## config.mk

```make
export PLATFORM = sky130hd
export DESIGN_NAME = plsr_core
export DESIGN_NICKNAME = d
export VERILOG_FILES = /design/src/hw/plsr_pkg.sv /design/src/hw/plsr_buffer.sv /design/src/hw/plsr_core.sv
export SDC_FILE = /design/constraint.sdc
export NUM_CORES = 1
export LEC_CHECK = 0
export BUFFER_PORTS_ARGS = -buffer_cell sky130_fd_sc_hd__buf_2
export CAP_MARGIN = 10
export CORE_MARGIN = 2
export CORE_UTILIZATION = 36
export DETAILED_ROUTE_END_ITERATION = 10
export PLACE_DENSITY = 0.76
export SYNTH_ARGS = -nofsm -noshare
export SYNTH_HDL_FRONTEND = slang
export SYNTH_SLANG_ARGS = --single-unit
```

## constraint.sdc

```tcl
create_clock -name clock -period 1.9 [get_ports clock]
set_clock_uncertainty 0.05 [all_clocks]
set_input_delay 0.095 -clock clock [delete_from_list [all_inputs] [get_ports clock]]
set_output_delay 0.095 -clock clock [all_outputs]
set_load 0.02 [all_outputs]
```

## src/hw/plsr_pkg.sv

```systemverilog
/*
 package of constants for the parallel-load shift register block.
 assumes one 200 MHz clock and a classic Wishbone slave with 32-bit data.
*/
// Behaviour
// shift mode: serial in, stages move one place
// load mode: parallel byte taken on edge
// load ignores the serial input entirely
// stages move on rising NOR of clock, inhibit
// either gated input high freezes all stages
// either gated input may act as clock
// free clock may run while register halted
// host raises inhibit only while clock high
// clear zeroes all stages, overrides everything
// data leaves only serially from last stage; the core also shows all stages in the status register
// no edge, no clear: stages hold value
package plsr_pkg;
   // =======================================================
   // geometry
   localparam int PLSR_STAGES = 8;
   localparam int PLSR_BUF_DEPTH = 2;
   // =======================================================
   // register map, byte addresses
   localparam logic [3:0] PLSR_CTRL_OFS = 4'h0;
   localparam logic [3:0] PLSR_STATUS_OFS = 4'h4;
   // control fields
   localparam int PLSR_CTRL_CLEAR_BIT = 0;
   localparam int PLSR_CTRL_HALT_BIT = 1;
   localparam logic PLSR_HALT_RESET = 1'h0;
   // status fields
   localparam int PLSR_STAT_STAGES_LSB = 0;
   localparam int PLSR_STAT_ROOM_BIT = 8;
   localparam int PLSR_STAT_HALT_BIT = 9;
   // =======================================================
   // reset values
   localparam logic [7:0] PLSR_STAGES_RESET = 8'h00;
   localparam logic PLSR_COMB_CLK_RESET = 1'h1;
   localparam logic [31:0] PLSR_READ_ZERO = 32'h0000_0000;
endpackage

```

## src/hw/plsr_buffer.sv

```systemverilog
/*
 two-entry buffer with valid and ready on both sides.
 assumes a single clock and synchronous active-low reset.
*/
`timescale 1ns/1ps
module plsr_buffer
   import plsr_pkg::*;
#(
   parameter int WIDTH = 1,
   parameter int DEPTH = PLSR_BUF_DEPTH
) (
   input wire logic clock,
   input wire logic rst_n,
   input wire logic in_valid,
   input wire logic [WIDTH-1:0] in_data,
   output logic in_ready,
   output logic out_valid,
   output logic [WIDTH-1:0] out_data,
   input wire logic out_ready
);
   // =======================================================
   // elaboration checks
   if (DEPTH != 2) begin : g_bad_depth
      $error("plsr_buffer serves exactly two entries");
   end
   if (WIDTH < 1) begin : g_bad_width
      $error("plsr_buffer width must be positive");
   end

   // =======================================================
   // entry 0 is the head, entry 1 the spare
   logic [WIDTH-1:0] spare_data;
   logic spare_valid;
   wire push = in_valid & in_ready;
   wire pop = out_valid & out_ready;
   wire [1:0] count = {1'b0, out_valid} + {1'b0, spare_valid};
   wire [1:0] next_count = count + {1'b0, push} - {1'b0, pop};

   always_ff @(posedge clock) begin
      if (!rst_n) begin
         out_valid <= 1'b0;
         spare_valid <= 1'b0;
         in_ready <= 1'b1;
         out_data <= '0;
         spare_data <= '0;
      end else begin
         out_valid <= (next_count != 2'h0);
         spare_valid <= (next_count == 2'h2);
         in_ready <= (next_count != 2'h2);
         if (pop) begin
            out_data <= spare_valid ? spare_data : in_data;
         end else if (push && !out_valid) begin
            out_data <= in_data;
         end
         if (push && (out_valid && !pop || spare_valid)) begin
            spare_data <= in_data;
         end
      end
   end
endmodule

```

## src/hw/plsr_core.sv

```systemverilog
/*
 eight-stage parallel-load shift register with gated clock and overriding clear.
 pins are sampled inputs synchronous to clock; a Wishbone slave gives a soft
 clear, a halt and a view of the stages; serial bits leave through a buffer.
*/
`timescale 1ns/1ps
module plsr_core
   import plsr_pkg::*;
#(
   parameter int STAGES = PLSR_STAGES
) (
   input wire logic clock,
   input wire logic rst_n,
   // device pins
   input wire logic shift_not_load,
   input wire logic serial_in,
   input wire logic [STAGES-1:0] parallel_in,
   input wire logic device_clock,
   input wire logic clock_inhibit,
   input wire logic overriding_reset_n,
   output logic last_stage_out,
   // serial stream of each last-stage bit set by an active edge, not by clear, that finds room in the buffer
   output logic stream_valid,
   output logic stream_bit,
   input wire logic stream_ready,
   output logic stream_room,
   // wishbone slave
   input wire logic wb_cyc_i,
   input wire logic wb_stb_i,
   input wire logic wb_we_i,
   input wire logic [3:0] wb_adr_i,
   input wire logic [3:0] wb_sel_i,
   input wire logic [31:0] wb_dat_i,
   output logic [31:0] wb_dat_o,
   output logic wb_ack_o
);
   // =======================================================
   // elaboration checks
   if (STAGES != 8) begin : g_bad_stages
      $error("plsr_core status layout serves eight stages");
   end

   // =======================================================
   // register state
   logic [STAGES-1:0] stages;
   logic [STAGES-1:0] next_stages;
   logic comb_clk_prev;
   logic halt;
   logic soft_clear;

   // =======================================================
   // gated clock and clear
   wire comb_clk = ~(device_clock | clock_inhibit);
   wire comb_edge = comb_clk & ~comb_clk_prev;
   wire active_edge = comb_edge & ~halt;
   wire clear = ~overriding_reset_n | soft_clear;

   // =======================================================
   // stage update
   genvar gi;
   generate
      for (gi = 0; gi < STAGES; gi++) begin : g_stage
         if (gi == 0) begin : g_first
            // load ignores serial_in, see
            assign next_stages[gi] = shift_not_load ? serial_in : parallel_in[gi];
         end else begin : g_rest
            assign next_stages[gi] = shift_not_load ? stages[gi-1] : parallel_in[gi];
         end
      end
   endgenerate

   always_ff @(posedge clock) begin
      if (!rst_n) begin
         stages <= PLSR_STAGES_RESET;
         comb_clk_prev <= PLSR_COMB_CLK_RESET;
      end else begin
         comb_clk_prev <= comb_clk;
         if (clear) begin
            stages <= PLSR_STAGES_RESET;
         end else if (active_edge) begin
            stages <= next_stages;
         end
         // otherwise all stages hold, see
      end
   end

   assign last_stage_out = stages[STAGES-1];

   // =======================================================
   // serial stream through the two-entry buffer
   wire push_bit = active_edge & ~clear;
   logic buf_in_ready;

   plsr_buffer #(
      .WIDTH(1),
      .DEPTH(PLSR_BUF_DEPTH)
   ) u_buffer (
      .clock(clock),
      .rst_n(rst_n),
      .in_valid(push_bit),
      .in_data(next_stages[STAGES-1]),
      .in_ready(buf_in_ready),
      .out_valid(stream_valid),
      .out_data(stream_bit),
      .out_ready(stream_ready)
   );
   assign stream_room = buf_in_ready;

   // =======================================================
   // wishbone slave
   wire wb_req = wb_cyc_i & wb_stb_i & ~wb_ack_o;
   wire hit_ctrl = (wb_adr_i == PLSR_CTRL_OFS);
   wire hit_status = (wb_adr_i == PLSR_STATUS_OFS);
   wire ctrl_wr = wb_req & wb_we_i & hit_ctrl & wb_sel_i[0];
   wire [31:0] ctrl_view = {30'h0000_0000, halt, 1'b0};
   wire [31:0] status_view = {22'h00_0000, halt, buf_in_ready, stages};
   wire [31:0] read_mux = hit_ctrl ? ctrl_view : (hit_status ? status_view : PLSR_READ_ZERO);

   always_ff @(posedge clock) begin
      if (!rst_n) begin
         wb_ack_o <= 1'b0;
         wb_dat_o <= PLSR_READ_ZERO;
         halt <= PLSR_HALT_RESET;
         soft_clear <= 1'b0;
      end else begin
         wb_ack_o <= wb_req;
         wb_dat_o <= (wb_req && !wb_we_i) ? read_mux : PLSR_READ_ZERO;
         soft_clear <= ctrl_wr & wb_dat_i[PLSR_CTRL_CLEAR_BIT];
         if (ctrl_wr) begin
            halt <= wb_dat_i[PLSR_CTRL_HALT_BIT];
         end
      end
   end
endmodule

```

After elaboration in Yosys (flattened, before gate mapping)
Cells that the tools add are included.
{"block": "classes", "addsub": 3, "eq_ne": 3, "n_mux": 13, "n_bitwise": 22, "n_reduce_logical": 15}
{"cell": "1-bit bitwise AND", "n": 11}
{"cell": "1-bit two-way mux", "n": 11}
{"cell": "1-bit NOT", "n": 9}
{"cell": "4-bit by 3-bit equality test with 1-bit output (second input constant)", "n": 1}
{"cell": "1-bit logical AND", "n": 4}
{"cell": "4-bit logical NOT", "n": 1}
{"cell": "2-bit two-way mux", "n": 2}
{"cell": "2-bit nonzero test", "n": 2}
{"cell": "4-bit OR reduction", "n": 1}
{"cell": "1-bit logical NOT", "n": 3}
{"cell": "3-bit OR reduction", "n": 1}
{"cell": "1-bit by 1-bit adder with 2-bit output", "n": 1}
{"cell": "2-bit by 1-bit adder with 2-bit output", "n": 1}
{"cell": "2-bit equality test (second input constant)", "n": 1}
{"cell": "2-bit inequality test (second input constant)", "n": 1}
{"cell": "1-bit bitwise OR", "n": 2}
{"cell": "2-bit AND reduction", "n": 1}
{"cell": "2-bit OR reduction", "n": 1}
{"cell": "2-bit by 1-bit subtractor with 2-bit output", "n": 1}
{"cell": "1-bit logical OR", "n": 1}
{"block": "word_totals", "register_bits": 49, "in_bits": 59, "out_inout_bits": 37, "word_cells": 69}

Longest topological paths before layout
{"block": "logic_depth", "word_depth": 9, "depth_mapped": 7, "depth_no_buf": 7}

Cells and area by module
A second synthesis with hierarchy kept.
{"block": "unflattened", "cells_unflattened": 125, "area_unflattened_um2": 1278.7}
{"mod": "plsr_core", "instances": 1, "cells_per_inst": 99, "area_each_um2": 1024.7, "seq_area_each_um2": 440.4}
{"mod": "plsr_buffer", "instances": 1, "cells_per_inst": 26, "area_each_um2": 254.0, "seq_area_each_um2": 100.1}

Least setup slack after synthesis
Ideal clock, no wire load.
{"block": "synth_timing", "path_kind": "register to register", "startpoint": "register halt", "endpoint": "register u_buffer.in_ready", "setup_time_ns": 0.137, "arrival_time_ns": 1.765, "required_ns": 1.713, "path_slack_ns": -0.051, "path_stages_with_launch": 6, "path_buffers": 1, "period_less_slack_ns": 1.951, "path_cell_list": "dfxtp_1 nor4_4 buf_6 and3_2 fa_1 nand3b_1"}
{"block": "synth_via", "elab_chain_cells": 7}
{"element": "from (decl)", "line": "plsr_core.sv:48", "source": "logic halt;"}
{"element": "from (signal assigned)", "line": "plsr_core.sv:130", "source": "halt <= wb_dat_i[PLSR_CTRL_HALT_BIT];"}
{"element": "1-bit NOT", "line": "plsr_core.sv:55", "source": "wire active_edge = comb_edge & ~halt;"}
{"element": "1-bit bitwise AND", "line": "plsr_core.sv:55"}
{"element": "1-bit bitwise AND", "line": "plsr_core.sv:91", "source": "wire push_bit = active_edge & ~clear;"}
{"element": "1-bit bitwise AND", "line": "plsr_buffer.sv:34", "source": "wire push = in_valid & in_ready;"}
{"element": "2-bit by 1-bit adder with 2-bit output", "line": "plsr_buffer.sv:37", "source": "wire [1:0] next_count = count + {1'b0, push} - {1'b0, pop};"}
{"element": "2-bit by 1-bit subtractor with 2-bit output", "line": "plsr_buffer.sv:37"}
{"element": "2-bit inequality test", "line": "plsr_buffer.sv:49", "source": "in_ready <= (next_count != 2'h2);"}
{"element": "to (signal assigned)", "line": "plsr_buffer.sv:49"}
{"element": "to (decl)", "line": "plsr_buffer.sv:16", "source": "output logic in_ready,"}
Every way passes these cells.
A chain may end at the register's enable or synchronous reset.

Worst setup path in the final report
{"block": "layout_timing", "startpoint": "input port device_clock", "endpoint": "register u_buffer.in_ready"}
{"block": "layout_via", "elab_chain_cells": 9}
{"element": "from (decl)", "line": "plsr_core.sv:18", "source": "input wire logic device_clock,"}
{"element": "1-bit bitwise OR", "line": "plsr_core.sv:53", "source": "wire comb_clk = ~(device_clock | clock_inhibit);"}
{"element": "1-bit NOT", "line": "plsr_core.sv:53"}
{"element": "1-bit bitwise AND", "line": "plsr_core.sv:54", "source": "wire comb_edge = comb_clk & ~comb_clk_prev;"}
{"element": "1-bit bitwise AND", "line": "plsr_core.sv:55"}
{"element": "1-bit bitwise AND", "line": "plsr_core.sv:91"}
{"element": "1-bit bitwise AND", "line": "plsr_buffer.sv:34"}
{"element": "2-bit by 1-bit adder with 2-bit output", "line": "plsr_buffer.sv:37"}
{"element": "2-bit by 1-bit subtractor with 2-bit output", "line": "plsr_buffer.sv:37"}
{"element": "2-bit inequality test", "line": "plsr_buffer.sv:49"}
Every way passes these cells.

==> metrics.yaml <==
outcome: "finished clean"
reg2reg_slack_ps: 220
postRouteAntennaNets: 0
ys_ff_latch: 27
finalCritPeriodShare_pct: 93.2
place_inst: 212
critPathKind: "in2reg"
synth.top_cells.by_count: "dfxtp_1, buf_4, mux2i_1"
ir_drop_v: 0.000519
powerDensity_nw_per_um2: 715
io_pins: 96
drive_gt1_share_pct: 30.1
dp_slack_ps: 248
multiInputGateArea_sq_um: 612
setup_slack_ps: 130
finalNetCount: 238
post_cts_resize_count: 0
synthToLayoutAreaGrowth_pct: 20.1
synthFlopType: "dfxtp_1"
clk_latency_ps: 320
gp_congestion: 0.722
synth.area.top_cells: "dfxtp_1, buf_4, mux2i_1, and2_1, nor4_4"
grt_setup_unrepaired: "no"
clock_power_share_pct: 21.9
crit_required_ps: 2060
slowest_stage: "dlygate4sd3_1"
antenna_found_initial: 0
syn_inst: 128
crit_arrival_ps: 1930
nFillCells: 342
cp_max_fo: 2
antenna_cells: 0
leakage_nw: 0.742
numPortBuffers: 40
grt.overflow.total: 0
yosysSeqAreaShare_pct: 42.3
slew_headroom_pct: 64.8
finalSetupTns_ps: 0
track_usage_pct: 11.5
drt-total-wl_um: 2270
synth_top_area_share_pct: 42.3
crit_chain: "dlygate4sd3_1 > buf_2 > nor4_4 > and3_4 > fa_1 > nand3b_1"
htreeDepth: 1
via_count: 940
rows: 21
pwr-share-seq_pct: 55.3
clk_pin_slew_ps: 140
max_stage_delay_ps: 540
r2r-end: "u_buffer.in_ready$_SDFF_PN1_"
crit_path_start_kind: "primary input"
grt_pass1_wl_um: 3680
clock_sinks: 27
finalHoldViolations: 0
synth_edf_count: 0
coreArea_sq_um: 3360
post-cts-setup-buffers: 0
wl_per_cell_um: 10.2
yosys.area.top_type: "dfxtp_1"
start_util_pct: 38.0
final_util_pct: 45.6
power.internal_mw: 0.772
endpoint_kind: "flop"
final_cell_area_sq_um: 1530
hpwl_um: 1770
power_frac_comb_pct: 22.9
grt_pass1_vias: 875
timing.rr.start: "u_buffer.out_valid$_SDFF_PN0_"
yosysWarningCount: 0
syn_area_sq_um: 1280
dr.pass1.iters: 4
drc: 0
r2r_cells: 6
stdcell_count: 222
finalMaxSlewViolations: 0
seq_area_sq_um: 541
cts-root-buf: "clkbuf_4"
hold_end: "u_buffer.in_ready$_SDFF_PN1_"
timing.hold.ws_ps: 49.1
drt-initial-drc-count: 12
syn-mean-instance-area_sq_um: 9.98
cts_tree: "done"
hold_path_class: "in2reg"
max_freq_ghz: 0.565
hp-start: "rst_n"
min_path_cells: 2
p_total_mw: 1.10
worstMarginPinSlew_ps: 523
die_x_um: 63.6
synth-async-reset-ratio_pct: 0
clockBufferDepth: 2
setup_viol: 0
p_sw_mw: 0.325
maxCapViolCount: 0
grt_start_max_net_pins: 18
swShare_pct: 29.6
numCtsBuffers: 3
fp.dieH_um: 63.6
dpl_cell_area_sq_um: 1450
ys_types: 31
yosysMostFrequentCell: "dfxtp_1"
viasPerCell: 4.23
die-area_sq_um: 4040
min_period_ps: 1770
-- power by group through the flow --
stage | combinational [mW] | sequential [mW] | clock, mW
4_1_cts | 0.251 | 0.607 | 0.252
3_5_place_dp | 0.240 | 0.619 | 0
2_1_floorplan | 0.178 | 0.640 | 0
3_3_place_gp | 0.235 | 0.618 | 0
6_report | 0.251 | 0.606 | 0.240
5_1_grt | 0.275 | 0.610 | 0.276
-- per-layer routing --
metal	up-vias	global-route usage, %	part of all wire (%)
met5	-	0	0
li1	485	-	-
met4	0	4.08	0.62
met3	2	3.57	6.8
met1	422	12.9	43
met2	31	20.5	49
-- what timing repair did --
action                     CTS  global route
hold endpoints to repair     4             0
setup endpoints to repair    0             0
hold buffers                 6             0
-- layout by cell type (no fill, tap or decap), drive strengths merged, types with 2 or more instances in the layout --
cell type    count
buf             42
dfxtp           27
conb            22
mux2i           12
nor2            11
and2            10
nand2            7
a211oi           7
inv              6
dlygate4sd3      6
clkbuf           4
nor4             4
and3             3
nor2b            2
nand3b           2
-- area by class of cell --
class | instances | area share (%)
Clock buffer | 4 | 1.71
Timing Repair Buffer | 48 | 17.9
Sequential cell | 27 | 35.2
Tap cell | 46 | 3.75
Inverter | 6 | 1.47
Multi-Input combinational cell | 91 | 39.9
-- flip-flops by register name, indices dropped and copies added, names as in the netlist --
signal	count
soft_clear	1
wb_ack_o	1
wb_dat_o	10
u_buffer.spare_data	1
u_buffer.in_ready	1
u_buffer.out_valid	1
halt	1
u_buffer.spare_valid	1
u_buffer.out_data	1
stages	8
comb_clk_prev	1
-- cell families after synthesis --
logic type,Yosys count,synth area share [%]
DFF,27,42.3
xor gates and xnor gates,1,0.686
and+or+nand+nor,42,20.4
adders and majority gates,2,2.55
buffers and inverters,31,16.3
muxes,13,10.3
other,1,0.294
AOI/OAI and AO/OA,11,7.25
-- how the worst max path moves through the flow --
stage | depth (start not counted) | endpoint | slack (ps) | start
finish | 6 | u_buffer.in_ready$_SDFF_PN1_ | 130 | device_clock
global route | 7 | u_buffer.spare_valid$_SDFF_PN0_ | 100 | device_clock
floorplan | 5 | u_buffer.in_ready$_SDFF_PN1_ | 2 | comb_clk_prev$_SDFF_PN1_
detailed placement | 6 | u_buffer.in_ready$_SDFF_PN1_ | 250 | u_buffer.out_valid$_SDFF_PN0_
CTS | 6 | u_buffer.in_ready$_SDFF_PN1_ | 120 | device_clock
global placement | 6 | u_buffer.in_ready$_SDFF_PN1_ | 270 | u_buffer.out_valid$_SDFF_PN0_
-- critical path, delay by kind of cell --
kind	cells	cell delay [ps]
buf+inv	2	680
simple gates	3	720
fa+ha+maj	1	430
No activity file was read; power rests on OpenSTA's default activity.
